$ cat src/hw/fic_pkg.sv
// Purpose: shared constants and types of the fast input capture unit
// Assumes: one state time equals whole clock cycles at 25 MHz
// Notes:   all timing counts derive from state times and the clock period
package fic_pkg;

    // ------------------------------------------------------------
    // structure
    // ------------------------------------------------------------
    localparam int LINES      = 4;
    localparam int TAG_W      = 16;
    localparam int FIFO_DEPTH = 8;
    localparam int PTR_W      = 3;
    localparam int CNT_W      = 4;

    // ------------------------------------------------------------
    // timing
    // ------------------------------------------------------------
    localparam int CLK_PERIOD_NS = 40;
    localparam int STATE_TIME_NS = 40;
    localparam int STATE_CYCLES  = (STATE_TIME_NS + CLK_PERIOD_NS - 1) / CLK_PERIOD_NS;
    localparam int TIMER_STATES  = 8;
    localparam int SAMPLE_STATES = 9;
    localparam int HOLD_STATES   = 8;
    localparam int TIMER_CYCLES  = TIMER_STATES * STATE_CYCLES;
    localparam int SAMPLE_CYCLES = SAMPLE_STATES * STATE_CYCLES;
    localparam int HOLD_CYCLES   = HOLD_STATES * STATE_CYCLES;

    localparam logic [CNT_W-1:0] TIMER_DIV_LAST  = CNT_W'(TIMER_CYCLES - 1);
    localparam logic [CNT_W-1:0] SAMPLE_DIV_LAST = CNT_W'(SAMPLE_CYCLES - 1);
    localparam logic [CNT_W-1:0] HOLD_WAIT_LAST  = CNT_W'(HOLD_CYCLES - 2);

    // ------------------------------------------------------------
    // reset values
    // ------------------------------------------------------------
    localparam logic [TAG_W-1:0] TIMER_RST = 16'h0000;
    localparam logic [CNT_W-1:0] DIV_RST   = 4'h0;
    localparam logic [LINES-1:0] LINES_RST = 4'h0;

    // ------------------------------------------------------------
    // types
    // ------------------------------------------------------------
    typedef struct packed {
        logic [LINES-1:0] lines;
        logic [TAG_W-1:0] tag;
    } fic_entry_t;

    typedef enum logic {
        FIC_HOLD_EMPTY,
        FIC_HOLD_FULL
    } fic_hold_t;

endpackage

$ cat src/hw/fic_fifo_if.sv
// Purpose: carrier between the capture core and its event store
// Assumes: single clock domain
// Notes:   push is ignored by the store while full
`timescale 1ns/1ps
interface fic_fifo_if;
    logic                                 push;
    fic_pkg::fic_entry_t                  push_data;
    logic                                 pop;
    fic_pkg::fic_entry_t                  head;
    logic                                 empty;
    logic                                 full;
    logic [fic_pkg::PTR_W:0]              count;

    modport core  (output push, output push_data, output pop,
                   input head, input empty, input full, input count);
    modport store (input push, input push_data, input pop,
                   output head, output empty, output full, output count);
endinterface

$ cat src/hw/fic_capture_top.sv
// Purpose: time tagging of transitions on the fast input capture lines
// Assumes: capture lines synchronous to clk_i; one state time per clock
// Notes:   tags come from a timer that advances every 8 states
//          lost and overflow outputs are one-cycle pulses, not sticky
`timescale 1ns/1ps
module fic_capture_top (
    input  wire logic                          clk_i,
    input  wire logic                          sys_rst_i,
    input  wire logic [fic_pkg::LINES-1:0]     cap_line_i,
    input  wire logic                          hold_rd_i,
    output logic                               hold_valid_o,
    output logic [fic_pkg::LINES-1:0]          hold_lines_o,
    output logic [fic_pkg::TAG_W-1:0]          hold_tag_o,
    output logic [fic_pkg::TAG_W-1:0]          timer_o,
    output logic [fic_pkg::PTR_W:0]            fifo_count_o,
    output logic                               fifo_full_o,
    output logic                               event_lost_o,
    output logic                               overflow_o
);

    // ------------------------------------------------------------
    // event store
    // ------------------------------------------------------------
    // entries wait here until the holding register is free
    fic_fifo_if fifo_bus ();

    fic_fifo u_fifo (
        .clk_i     (clk_i),
        .sys_rst_i (sys_rst_i),
        .bus       (fifo_bus.store)
    );

    // ------------------------------------------------------------
    // state
    // ------------------------------------------------------------
    logic [fic_pkg::CNT_W-1:0]            tmr_div;
    logic [fic_pkg::CNT_W-1:0]            smp_div;
    logic [fic_pkg::CNT_W-1:0]            hold_wait;
    logic [fic_pkg::TAG_W-1:0]            timer;
    logic [fic_pkg::LINES-1:0]            line_prev;
    logic [fic_pkg::LINES-1:0]            pending;
    logic [fic_pkg::LINES-1:0]            hold_lines;
    logic [fic_pkg::TAG_W-1:0]            hold_tag;
    logic                                 event_lost;
    logic                                 overflow;
    fic_pkg::fic_hold_t                   hold_state;
    fic_pkg::fic_hold_t                   next_hold_state;

    // ------------------------------------------------------------
    // dividers
    // ------------------------------------------------------------
    wire timer_tick  = (tmr_div == fic_pkg::TIMER_DIV_LAST);
    wire sample_tick = (smp_div == fic_pkg::SAMPLE_DIV_LAST);

    // both dividers restart together at reset, which fixes the sampling phase
    wire [fic_pkg::CNT_W-1:0] next_tmr_div = timer_tick ? fic_pkg::DIV_RST : tmr_div + 1'b1;
    wire [fic_pkg::CNT_W-1:0] next_smp_div = sample_tick ? fic_pkg::DIV_RST : smp_div + 1'b1;
    wire [fic_pkg::TAG_W-1:0] next_timer   = timer_tick ? timer + 1'b1 : timer;

    // ------------------------------------------------------------
    // detection and sampling
    // ------------------------------------------------------------
    wire [fic_pkg::LINES-1:0] line_edge;
    wire [fic_pkg::LINES-1:0] sample_mask;
    wire [fic_pkg::LINES-1:0] next_pending;
    wire [fic_pkg::LINES-1:0] line_lost;

    for (genvar g = 0; g < fic_pkg::LINES; g++) begin : g_line
        // any transition on the line is an event
        assign line_edge[g]    = cap_line_i[g] ^ line_prev[g];
        assign sample_mask[g]  = sample_tick & pending[g];
        // a fresh edge wins over the clear of its own pending bit
        assign next_pending[g] = (pending[g] & ~sample_mask[g]) | line_edge[g];
        // a second edge on a line not yet sampled is merged, i.e. lost
        assign line_lost[g]    = line_edge[g] & pending[g] & ~sample_mask[g];
    end

    wire                      next_lost    = |line_lost;
    wire                      next_ovf     = fifo_bus.push & fifo_bus.full;

    // events of one sampling phase share the tag; the next phase sees the
    // next timer value the sampler reaches, which skips one value in nine
    assign fifo_bus.push          = |sample_mask;
    assign fifo_bus.push_data.lines = sample_mask;
    assign fifo_bus.push_data.tag   = timer;

    // ------------------------------------------------------------
    // holding register control
    // ------------------------------------------------------------
    wire hold_full  = (hold_state == fic_pkg::FIC_HOLD_FULL);
    wire read_pop   = hold_rd_i & hold_full & ~fifo_bus.empty;
    wire delay_pop  = ~hold_full & ~fifo_bus.empty &
                      (hold_wait == fic_pkg::HOLD_WAIT_LAST);

    assign fifo_bus.pop = read_pop | delay_pop;

    // the wait counter runs only while the first stored entry waits alone
    wire                      hold_wait_run  = ~hold_full & ~fifo_bus.empty & ~delay_pop;
    wire [fic_pkg::CNT_W-1:0] next_hold_wait = hold_wait_run ? hold_wait + 1'b1
                                                             : fic_pkg::DIV_RST;

    always_comb begin
        next_hold_state = hold_state;
        case (hold_state)
            fic_pkg::FIC_HOLD_EMPTY: begin
                if (delay_pop) begin
                    next_hold_state = fic_pkg::FIC_HOLD_FULL;
                end
            end
            fic_pkg::FIC_HOLD_FULL: begin
                if (hold_rd_i && fifo_bus.empty) begin
                    next_hold_state = fic_pkg::FIC_HOLD_EMPTY;
                end
            end
            default: begin
                next_hold_state = fic_pkg::FIC_HOLD_EMPTY;
            end
        endcase
    end

    // ------------------------------------------------------------
    // timer and dividers
    // ------------------------------------------------------------
    always_ff @(posedge clk_i) begin
        if (sys_rst_i) begin
            tmr_div <= fic_pkg::DIV_RST;
        end else begin
            tmr_div <= next_tmr_div;
        end
    end

    always_ff @(posedge clk_i) begin
        if (sys_rst_i) begin
            smp_div <= fic_pkg::DIV_RST;
        end else begin
            smp_div <= next_smp_div;
        end
    end

    // the tag timer runs free; it is seen only through tags and timer_o
    always_ff @(posedge clk_i) begin
        if (sys_rst_i) begin
            timer <= fic_pkg::TIMER_RST;
        end else begin
            timer <= next_timer;
        end
    end

    // ------------------------------------------------------------
    // line capture
    // ------------------------------------------------------------
    always_ff @(posedge clk_i) begin
        if (sys_rst_i) begin
            line_prev <= fic_pkg::LINES_RST;
            pending   <= fic_pkg::LINES_RST;
        end else begin
            line_prev <= cap_line_i;
            pending   <= next_pending;
        end
    end

    // status pulses last one cycle each
    always_ff @(posedge clk_i) begin
        if (sys_rst_i) begin
            event_lost <= 1'b0;
            overflow   <= 1'b0;
        end else begin
            event_lost <= next_lost;
            overflow   <= next_ovf;
        end
    end

    // ------------------------------------------------------------
    // holding register
    // ------------------------------------------------------------
    // tracks whether the holding register carries an event
    always_ff @(posedge clk_i) begin
        if (sys_rst_i) begin
            hold_state <= fic_pkg::FIC_HOLD_EMPTY;
        end else begin
            hold_state <= next_hold_state;
        end
    end

    // counts the states the first stored entry has waited
    always_ff @(posedge clk_i) begin
        if (sys_rst_i) begin
            hold_wait <= fic_pkg::DIV_RST;
        end else begin
            hold_wait <= next_hold_wait;
        end
    end

    always_ff @(posedge clk_i) begin
        if (sys_rst_i) begin
            hold_lines <= fic_pkg::LINES_RST;
            hold_tag   <= fic_pkg::TIMER_RST;
        end else if (fifo_bus.pop) begin
            hold_lines <= fifo_bus.head.lines;
            hold_tag   <= fifo_bus.head.tag;
        end
    end

    // ------------------------------------------------------------
    // outputs
    // ------------------------------------------------------------
    assign hold_valid_o = hold_full;
    assign hold_lines_o = hold_lines;
    assign hold_tag_o   = hold_tag;
    assign timer_o      = timer;
    assign fifo_count_o = fifo_bus.count;
    assign fifo_full_o  = fifo_bus.full;
    assign event_lost_o = event_lost;
    assign overflow_o   = overflow;

endmodule // fic_capture_top

$ cat src/hw/fic_fifo.sv
// Purpose: event store of the fast input capture unit
// Assumes: pop only while not empty
// Notes:   push while full is dropped
`timescale 1ns/1ps
module fic_fifo (
    input  wire logic    clk_i,
    input  wire logic    sys_rst_i,
    fic_fifo_if.store    bus
);

    fic_pkg::fic_entry_t                  mem [fic_pkg::FIFO_DEPTH];
    logic [fic_pkg::PTR_W-1:0]            wr_ptr;
    logic [fic_pkg::PTR_W-1:0]            rd_ptr;
    logic [fic_pkg::PTR_W:0]              count;

    wire do_push = bus.push & ~bus.full;
    wire do_pop  = bus.pop & ~bus.empty;

    assign bus.empty = (count == '0);
    assign bus.full  = (count == (fic_pkg::PTR_W+1)'(fic_pkg::FIFO_DEPTH));
    assign bus.head  = mem[rd_ptr];
    assign bus.count = count;

    always_ff @(posedge clk_i) begin
        if (do_push) begin
            mem[wr_ptr] <= bus.push_data;
        end
    end

    always_ff @(posedge clk_i) begin
        if (sys_rst_i) begin
            wr_ptr <= '0;
            rd_ptr <= '0;
            count  <= '0;
        end else begin
            if (do_push) begin
                wr_ptr <= wr_ptr + 1'b1;
            end
            if (do_pop) begin
                rd_ptr <= rd_ptr + 1'b1;
            end
            if (do_push && !do_pop) begin
                count <= count + 1'b1;
            end else if (do_pop && !do_push) begin
                count <= count - 1'b1;
            end
        end
    end

endmodule // fic_fifo

$ cat config.mk
export PLATFORM = sky130hd
export DESIGN_NAME = fic_capture_top
export DESIGN_NICKNAME = d
export VERILOG_FILES = /design/src/hw/fic_pkg.sv /design/src/hw/fic_fifo_if.sv /design/src/hw/fic_capture_top.sv /design/src/hw/fic_fifo.sv
export SDC_FILE = /design/constraint.sdc
export NUM_CORES = 1
export LEC_CHECK = 0
export ABC_AREA = 1
export BUFFER_PORTS_ARGS = -buffer_cell sky130_fd_sc_hd__buf_4
export CAP_MARGIN = 20
export CORE_ASPECT_RATIO = 1.25
export CORE_UTILIZATION = 55
export CTS_CLUSTER_DIAMETER = 200
export CTS_CLUSTER_SIZE = 24
export DETAILED_ROUTE_END_ITERATION = 6
export GPL_TIMING_DRIVEN = 0
export PLACE_DENSITY_LB_ADDON = 0.12
export RECOVER_POWER = 25
export SKIP_LAST_GASP = 1
export SYNTH_ARGS = -nofsm -noshare
export SYNTH_HDL_FRONTEND = slang
export SYNTH_SLANG_ARGS = --single-unit
$ cat constraint.sdc
create_clock -name clk_i -period 2.7 [get_ports clk_i]
set_clock_uncertainty 0.1 [all_clocks]
set_input_delay 0.135 -clock clk_i [delete_from_list [all_inputs] [get_ports clk_i]]
set_output_delay 0.135 -clock clk_i [all_outputs]
set_load 0.005 [all_outputs]
==> results.json, run 1 <==
{
  "setup_viol": 0,
  "yosysMostFrequentCell": "nand2_1",
  "layout.nets": 1004,
  "numCtsBuffers": 13,
  "ys_types": 29,
  "hold_start": "cap_line_i[0]",
  "dr.pass1.iters": 5,
  "dpl.hpwl_um": 13610,
  "tns_ns": 0,
  "drc": 0,
  "nFillCells": 1352,
  "gp_congestion": 0.8007,
  "grt_overflow": 0,
  "grt_pass1_vias": 6005,
  "arrival_ns": 2.81,
  "ios": 51,
  "fin_hold_ws_ns": 0.3318,
  "slew_viol_final": 0,
  "cts_tree": "yes",
  "synth_nets": 925,
  "routed-via-count": 6344,
  "critPathLaunchType": "flip-flop",
  "reg2reg_depth": 17,
  "finalPower_mw": 5.815,
  "hold_viol": 0,
  "max_stage_delay_ns": 0.34,
  "io_buffers": 49,
  "placementRows": 53,
  "antenna_found_initial": 0,
  "critical_path_required_ns": 3.00,
  "p_switching_mw": 1.138,
  "die_width_um": 119.0,
  "power_density_nw_per_um2": 546.0,
  "dieArea_sq_um": 17630,
  "grtUsageTotal_pct": 23.07,
  "critical_path_buf_inv_count": 3,
  "core-area_sq_um": 16780,
  "n_antenna_cell": 0,
  "cp-end-kind": "flip-flop",
  "reg2reg_from": "smp_div[0]",
  "period_minus_slack_ns": 2.507,
  "drive_gt1_share_pct": 14.04,
  "routed_wirelength_um": 19490,
  "synth_commonest_cells": "nand2_1, edfxtp_1, nor2_1",
  "synth_ff_type": "edfxtp_1",
  "crit_chain": "inv_1, ha_1, nand2_1, nor2_2, o21ai_0, nand2_1, nand2_1, inv_1, ha_2, inv_1, ha_1, or2_2, nand2_1, nand2_1, nand2_1, nand2_1, a21oi_1",
  "fmaxAchievable_ghz": 0.3988,
  "yosysTopAreaCell": "edfxtp_1",
  "hp-class": "input port to flip-flop",
  "clockBufferDepth": 3,
  "viasPerCell": 5.243,
  "rsz0062_at_grt": "true",
  "start_util_pct": 56.05,
  "fin_area_sq_um": 10650,
  "power_frac_seq_pct": 64.3,
  "r2r_end": "u_fifo.bus.count[3]",
  "synth-async-reset-ratio_pct": 0,
  "whs_path_depth": 4,
  "clkLatencyLatePin_ns": 0.47,
  "worstHoldEndpoint": "line_prev[0]",
  "rrSetupSlack_ns": 0.19,
  "slowest_stage": "dfxtp_1",
  "grt_first_pass_wirelength_um": 31350,
  "cp_common_cell": "nand2_1",
  "synth_edf_count": 160,
  "slew_headroom_pct": 36.84,
  "switching_share_pct": 19.58,
  "intPower_mw": 4.677,
  "avgRoutedWirePerCell_um": 16.11,
  "syn_avg_cell_area_sq_um": 10.38,
  "synth_warnings": 0,
  "dieHeight_um": 148.2,
  "critPathKind": "flip-flop to flip-flop",
  "critPathLaunch": "smp_div[0]",
  "ys_seq_elements": 229,
  "drtIter0Drc": 538,
  "outcome": "finished, final reports clean",
  "grt_max_degree": 26,
  "placed_area_sq_um": 10180,
  "pwr-share-clk_pct": 34.1,
  "ir_drop_mv": 0.5598,
  "area_growth_pct": 13.25,
  "tightest_slew_ns": 0.9464,
  "htreeDepth": 1,
  "synth.area.top_cells": "edfxtp_1, dfxtp_1, nand2_1",
  "crit_fanout": 4,
  "cap_violations": 0,
  "period_share_pct": 92.86,
  "cp_top_family": "simple AND/OR/NAND/NOR gates",
  "p_leak_nw": 4.058,
  "cts_sinks": 229,
  "p_comb_share_pct": 1.6,
  "path_clk_slew_ns": 0.09,
  "ant_nets": 0,
  "synth_top_area_share_pct": 51.09,
  "syn_inst": 906,
  "cts_root_buffer": "clkbuf_16",
  "yosysSeqAreaShare_pct": 65.78,
  "netlist_area_sq_um": 9404
}
==> worst max path at each step <==
stage,to,slack (ns),cells past startpoint
after floorplan,u_fifo.mem[0][0],0.16,9
after global placement,u_fifo.mem[0][8],-0.67,9
after detailed placement,u_fifo.bus.count[3],-0.05,16
after CTS,u_fifo.bus.count[3],0.11,16
after global routing,u_fifo.mem[5][16],-0.06,8
final,u_fifo.bus.count[3],0.19,17
==> placed cells by master, fill, tap and decap left out, types with 12 or more instances in the layout <==
| cell | Yosys | layout |
|---|---|---|
| nor2_2 | 3 | 12 |
| dfxtp_1 | 69 | 69 |
| a21oi_1 | 86 | 86 |
| buf_2 | 14 | 14 |
| clkbuf_1 | 18 | 24 |
| buf_4 | 20 | 71 |
| nor2_1 | 93 | 84 |
| nand2_1 | 197 | 197 |
| nand3_1 | 89 | 88 |
| o21ai_0 | 46 | 46 |
| edfxtp_1 | 160 | 160 |
| clkbuf_16 | 0 | 13 |
| inv_1 | 59 | 58 |
==> cells by family after synthesis <==
kind of cell	after synthesis	share of synthesized area, %
xor gates and xnor gates	13	1.211
adders and majority gates	12	1.676
AOI/OAI and AO/OA	136	7.344
and+or+nand+nor	398	17.90
DFF	229	65.78
buffers and inverters	118	6.093
==> per-layer routing <==
| layer | up-vias | global-route usage, % | part of all wire [%] | wire length (um) |
|---|---|---|---|---|
| li1 | 3182 | - | - | - |
| met1 | 2960 | 30.07 | 43 | 8304 |
| met2 | 167 | 40.47 | 51 | 9859 |
| met3 | 35 | 2.531 | 4.5 | 882 |
| met4 | 0 | 7.468 | 2.3 | 448 |
| met5 | - | 0 | 0 | 0 |
==> flip-flops by register name (all words and copies together) (netlist names) <==
register	cells
u_fifo.wr_ptr	3
u_fifo.mem	160
hold_tag_o	16
tmr_div	4
pending	4
smp_div	4
event_lost_o	1
u_fifo.bus.count	4
hold_wait	4
hold_valid_o	1
timer_o	16
u_fifo.rd_ptr	3
line_prev	4
overflow_o	1
hold_lines_o	4
==> power groups by stage <==
| stage | Combinational [mW] | Sequential (mW) | Clock [mW] |
|---|---|---|---|
| 2_1_floorplan | 0.0564 | 3.82 | 0 |
| 3_3_place_gp | 0.0856 | 3.82 | 0 |
| 3_5_place_dp | 0.0875 | 3.82 | 0 |
| 4_1_cts | 0.0951 | 3.74 | 2.02 |
| 5_1_grt | 0.108 | 3.74 | 2.13 |
| 6_report | 0.0945 | 3.74 | 1.98 |
==> cell type report <==
| type | count | area (sq um) | share of cell area, % |
|---|---|---|---|
| multi-input combinational | 559 | 2680 | 25.16 |
| clock inverter | 1 | 16.27 | 0.1527 |
| tap | 220 | 275.3 | 2.585 |
| sequential | 229 | 6186 | 58.08 |
| timing repair buffer | 64 | 568.0 | 5.334 |
| clock buffer | 19 | 347.8 | 3.266 |
| inverter | 60 | 229.0 | 2.150 |
| buffer | 58 | 347.8 | 3.266 |
==> metrics by stage <==
step           util [%]  setup slack [ns]  instances
6_report          63.48            0.1927       1210
5_1_grt           63.48          -0.06408       1210
4_1_cts           63.35            0.1138       1209
3_5_place_dp      60.69          -0.04936       1181
3_3_place_gp      59.89           -0.6669       1175
2_1_floorplan         -            0.1557        906
==> worst register-to-register path, cell delays in order (launching register included) <==
cell,delay [ns]
dfxtp_1,0.34
inv_1,0.06
ha_1,0.13
nand2_1,0.06
nor2_2,0.11
o21ai_0,0.09
nand2_1,0.14
nand2_1,0.10
inv_1,0.11
ha_2,0.20
inv_1,0.08
ha_1,0.30
or2_2,0.31
nand2_1,0.07
nand2_1,0.05
nand2_1,0.06
nand2_1,0.04
a21oi_1,0.10
==> timing repair <==
item / 4_1_cts / 5_1_grt
endpoints found under the hold margin: 14 / 0
pin swaps: 1 / 1
setup endpoints to repair: 1 / 51
hold buffers: 7 / 0
buffers inserted: 1 / 1
gates resized for setup: 1 / 4
No activity file was read; power rests on OpenSTA's default activity.
==> inputs of run 2 (changes only) <==
- CORE_UTILIZATION: 55 -> 41
==> run 2 against run 1 <==
Compared with the run above: sequential share of layout area shrank 0.72 points; die area grew 34%; setup slack gained 0.056 ns; fmax grew 2.3%; critical path type unchanged; critical endpoint unchanged; highest routed layer unchanged; design area grew 1.3%; clock power grew 2%; cell count grew 5.5%; via count shrank 0.38%; flip-flop and latch count is the same; sequential power is essentially flat; worst hold slack gained 0.0029 ns; clock-buffer cell count grew 1.
==> results.json, run 2 (synthesized netlist as in run 1, its figures left out) <==
{
  "outcome": "finished, final reports clean",
  "critPathKind": "flip-flop to flip-flop",
  "slowest_stage": "dfxtp_1",
  "drtIter0Drc": 376,
  "p_leak_nw": 4.076,
  "period_minus_slack_ns": 2.451,
  "rrSetupSlack_ns": 0.25,
  "period_share_pct": 90.78,
  "dp.cells": 1246,
  "ir_drop_mv": 0.2787,
  "ant_nets": 0,
  "clkLatencyLatePin_ns": 0.46,
  "path_clk_slew_ns": 0.10,
  "fmaxAchievable_ghz": 0.4080,
  "placementRows": 61,
  "viasPerCell": 4.953,
  "drive_gt1_share_pct": 14.40,
  "finalPower_mw": 5.856,
  "start_util_pct": 42.05,
  "critical_path_buf_inv_count": 3,
  "dr.pass1.iters": 5,
  "fin_area_sq_um": 10780,
  "ios": 51,
  "routed_wirelength_um": 20880,
  "cp_top_family": "simple AND/OR/NAND/NOR gates",
  "grtUsageTotal_pct": 18.54,
  "cap_violations": 0,
  "cts_tree": "yes",
  "cp-end-kind": "flip-flop",
  "max_flop_register": "u_fifo.mem",
  "critPathLaunch": "smp_div[0]",
  "final_common_cell": "nand2_1",
  "slew_viol_final": 0,
  "cp_common_cell": "nand2_1",
  "largest_register_ffs": 160,
  "max_stage_delay_ns": 0.34,
  "arrival_ns": 2.75,
  "grt_first_pass_wirelength_um": 32570,
  "dpl.hpwl_um": 14470,
  "n_antenna_cell": 0,
  "hp-class": "input port to flip-flop",
  "io_buffers": 49,
  "avgRoutedWirePerCell_um": 16.36,
  "tightest_slew_ns": 0.7904,
  "placed_area_sq_um": 10300,
  "layout_common_cells": "nand2_1, edfxtp_1, nand3_1",
  "numCtsBuffers": 13,
  "fin_ws_ns": 0.2490,
  "setup_viol": 0,
  "fin_hold_ws_ns": 0.3347,
  "grt_overflow": 0,
  "hold_viol": 0,
  "reg2reg_from": "smp_div[0]",
  "power_density_nw_per_um2": 543.1,
  "dieArea_sq_um": 23550,
  "instances_no_fill": 1276,
  "die_width_um": 137.5,
  "htreeDepth": 1,
  "tns_ns": 0,
  "utilization_pct": 48.22,
  "dieHeight_um": 171.3,
  "clockBufferDepth": 3,
  "cts_root_buffer": "clkbuf_16",
  "drc": 0,
  "cts_sinks": 229,
  "place_worst_setup_slack_ns": -0.04490,
  "crit_fanout": 5,
  "crit_chain": "inv_1, ha_1, nand2_1, nor2_2, o21ai_0, nand2_1, nand2_2, inv_2, ha_2, inv_2, ha_4, or2_2, nand2_1, nand2_1, nand2_1, nand2_1, a21oi_1",
  "grt_pass1_vias": 5859,
  "antenna_found_initial": 0,
  "area_growth_pct": 14.68,
  "slew_headroom_pct": 47.31,
  "layout.nets": 1006,
  "critical_path_required_ns": 3.00,
  "grt_max_degree": 26,
  "core-area_sq_um": 22360,
  "gp_congestion": 0.7625,
  "rsz0062_at_grt": "false",
  "hold_start": "cap_line_i[0]",
  "routed-via-count": 6320,
  "critPathLaunchType": "flip-flop"
}
-- run 2: cell types whose count changed in the layout (fill, tap and decap cells not counted), sizes merged --
cell	previous run	this run
clkinvlp	1	0
buf	97	99
clkbuf	37	38
inv	59	60
-- run 2: worst reg2reg max path, stage by stage (launching register included) --
cell	delay [ns]
dfxtp_1	0.34
inv_1	0.06
ha_1	0.14
nand2_1	0.06
nor2_2	0.14
o21ai_0	0.10
nand2_1	0.16
nand2_2	0.10
inv_2	0.08
ha_2	0.20
inv_2	0.07
ha_4	0.22
or2_2	0.30
nand2_1	0.07
nand2_1	0.05
nand2_1	0.06
nand2_1	0.05
a21oi_1	0.11
-- run 2: what timing repair did --
action                                  4_1_cts  5_1_grt
hold endpoints to repair                     12        0
endpoints found under the setup margin        1        1
gates resized for setup                       1        6
pin swaps                                     1        2
buffers inserted                              1        1
hold buffers                                  7        0
-- run 2: cell type report --
cell class                      instances  area [sq um]
Buffer                                 58         347.8
Clock buffer                           20         351.6
Clock inverter                          1         16.27
Fill cell                            2065         11580
Inverter                               60         225.2
Multi-Input combinational cell        559          2693
Sequential cell                       229          6186
Tap cell                              283         354.1
Timing Repair Buffer                   66         610.6
-- run 2: path summary, 6_finish.rpt --
check / to / cells after the start
worst min-delay path: line_prev[0] / 4
worst max-delay path: u_fifo.bus.count[3] / 17
worst min register to register: tmr_div[0] / 1
worst max register to register: u_fifo.bus.count[3] / 17
-- run 2: layer usage --
metal	track usage (%)	vias up	wire length [um]
li1	-	3197	-
met1	25.27	2961	9576
met2	31.22	137	10150
met3	2.093	25	831
met4	4.778	0	313
met5	0	-	0
-- run 2: power by group --
part	switching, mW	internal [mW]
registers	0.0155	3.72
logic	0.0561	0.0405
clock network	1.10	0.920
==> inputs of run 3 (changes only) <==
- ABC_AREA: 1 -> not set
==> run 3 against run 2 <==
Compared with the run above: combinational power up 2.3%; sequential power about the same; non-clock buffer count up 6; register-to-register slack worse by 0.17 ns; design area down 0.41%; core utilization up 1.8 points; fmax down 6.6%; critical path depth down 4; critical endpoint unchanged; largest power group unchanged.
==> results.json, run 3 <==
{
  "outcome": "finished, final reports clean",
  "yosysMostFrequentCell": "edfxtp_1",
  "yosysTopAreaCell": "edfxtp_1",
  "ys_types": 43,
  "syn_inst": 564,
  "hold_viol": 0,
  "routed-via-count": 5007,
  "grt_first_pass_wirelength_um": 30180,
  "critPathLaunchType": "flip-flop",
  "path_clk_slew_ns": 0.10,
  "fmaxAchievable_ghz": 0.3809,
  "layout_common_cells": "edfxtp_1, buf_4, dfxtp_1",
  "setup_viol": 0,
  "period_share_pct": 97.24,
  "p_leak_nw": 3.639,
  "synth-async-reset-ratio_pct": 0,
  "utilization_pct": 50.02,
  "gp_congestion": 0.7197,
  "cp-end-kind": "flip-flop",
  "dieArea_sq_um": 22470,
  "tightest_slew_ns": 0.9476,
  "dpl.hpwl_um": 12830,
  "clkLatencyLatePin_ns": 0.47,
  "power_density_nw_per_um2": 544.9,
  "layout.nets": 684,
  "synth_top_area_share_pct": 53.59,
  "viasPerCell": 5.271,
  "grt_max_degree": 26,
  "period_minus_slack_ns": 2.625,
  "synth.area.top_cells": "edfxtp_1, dfxtp_1, mux4_2",
  "dr.pass1.iters": 4,
  "io_buffers": 50,
  "dieHeight_um": 167.3,
  "area_growth_pct": 19.79,
  "start_util_pct": 41.76,
  "htreeDepth": 1,
  "numCtsBuffers": 13,
  "synth_nets": 583,
  "ios": 51,
  "grt_pass1_vias": 5202,
  "max_flop_register": "u_fifo.mem",
  "synth_warnings": 0,
  "grt_overflow": 0,
  "routed_wirelength_um": 19500,
  "cap_violations": 0,
  "drc": 0,
  "cts_tree": "yes",
  "fin_area_sq_um": 10740,
  "instances_no_fill": 950,
  "ys_seq_elements": 229,
  "placed_area_sq_um": 10010,
  "grtUsageTotal_pct": 18.06,
  "cts_root_buffer": "clkbuf_16",
  "synth_ff_type": "edfxtp_1",
  "placementRows": 60,
  "synth_edf_count": 160,
  "drive_gt1_share_pct": 28.76,
  "avgRoutedWirePerCell_um": 20.52,
  "antenna_found_initial": 0,
  "critical_path_required_ns": 2.96,
  "synth_commonest_cells": "edfxtp_1, dfxtp_1, nor2_1",
  "yosysSeqAreaShare_pct": 68.99,
  "n_antenna_cell": 0,
  "netlist_area_sq_um": 8966,
  "arrival_ns": 2.89,
  "finalPower_mw": 5.853,
  "die_width_um": 134.3,
  "slew_headroom_pct": 36.83,
  "largest_register_ffs": 160,
  "clockBufferDepth": 3,
  "slew_viol_final": 0,
  "crit_fanout": 7,
  "drtIter0Drc": 389,
  "final_common_cell": "edfxtp_1",
  "ir_drop_mv": 0.4451,
  "ant_nets": 0,
  "hp-class": "flip-flop to flip-flop",
  "cts_sinks": 229,
  "dp.cells": 902,
  "critPathKind": "flip-flop to flip-flop",
  "core-area_sq_um": 21470,
  "syn_avg_cell_area_sq_um": 15.90
}
run 3: changes by cell type in the layout (fill, tap and decap cells not counted), moves of 11 or more:
cell | previous run | this run
a211oi_1 | 0 | 21
a21oi_1 | 86 | 15
buf_4 | 71 | 83
inv_1 | 57 | 6
mux2i_1 | 0 | 23
mux4_2 | 0 | 40
nand2_1 | 196 | 14
nand3_1 | 88 | 8
nor2_1 | 85 | 55
nor2_2 | 11 | 0
o21ai_0 | 46 | 4
run 3: kinds of logic (layout without fill, tap and decap cells):
group / after synthesis / after routing / synth area share [%]
flip-flops: 229 / 229 / 68.99
AO/OA/AOI/OAI: 50 / 50 / 3.614
buffers and inverters: 55 / 161 / 3.056
XOR/XNOR: 22 / 22 / 2.149
multiplexers: 64 / 64 / 12.74
AND/OR/NAND/NOR: 132 / 133 / 7.689
adder cells (fa/ha/maj): 12 / 12 / 1.758
run 3: worst paths after layout:
check	from	end	slack (ns)	cells after the start
hold reg to reg	smp_div[0]	smp_div[0]	0.33	1
hold / removal	smp_div[0]	smp_div[0]	0.33	1
setup / recovery	smp_div[1]	u_fifo.bus.count[3]	0.07	13
setup reg to reg	smp_div[1]	u_fifo.bus.count[3]	0.07	13
run 3: critical path, stage by stage, from the launching register on:
cell and delay (ns):
dfxtp_2 0.34, inv_2 0.06, ha_4 0.13, nand3b_1 0.11, or3_4 0.35, buf_8 0.14
inv_6 0.07, ha_4 0.14, inv_4 0.05, ha_4 0.28, nand3_1 0.10, a211oi_1 0.27
a31oi_1 0.09, mux2_2 0.28
run 3: cell type report:
class,instances,area [sq um]
Fill cell,1876,10730
Sequential cell,229,6195
Multi-Input combinational cell,281,2711
Timing Repair Buffer,85,813.3
Clock buffer,20,351.6
Tap cell,279,349.1
Buffer,45,259.0
Inverter,10,45.04
Clock inverter,1,16.27
run 3: stage by stage:
stage	setup WS, ns	TNS [ns]	hold slack (ns)
after floorplan	-0.1581	-7.971	0.1632
after global placement	-1.471	-133.70	0.2626
after detailed placement	-0.5411	-22.90	0.2749
after CTS	-0.3705	-0.3705	0.3393
after global routing	-0.01780	-0.01780	0.3454
final	0.07451	0	0.3289
run 3: report_power, final:
group / switching, mW / leakage [nW] / internal (mW)
logic: 0.0542 / 1.39 / 0.0447
registers: 0.0158 / 2.07 / 3.72
clock network: 1.10 / 0.175 / 0.920
total: 1.17 / 3.64 / 4.69
run 3: timing repair:
action / 4_1_cts / 5_1_grt
hold buffers: 6 / 0
hold endpoints to repair: 14 / 0
pin swaps: 6 / 3
buffers inserted: 8 / 12
cloned: 1 / 0
endpoints found under the setup margin: 96 / 102
gates resized for setup: 5 / 24
run 3: routing by layer:
metal | vias up | routed length [um] | track usage (%)
li1 | 2322 | - | -
met1 | 2585 | 8230 | 23.86
met2 | 80 | 10240 | 31.81
met3 | 20 | 715 | 1.968
met4 | 0 | 316 | 4.250
met5 | - | 0 | 0
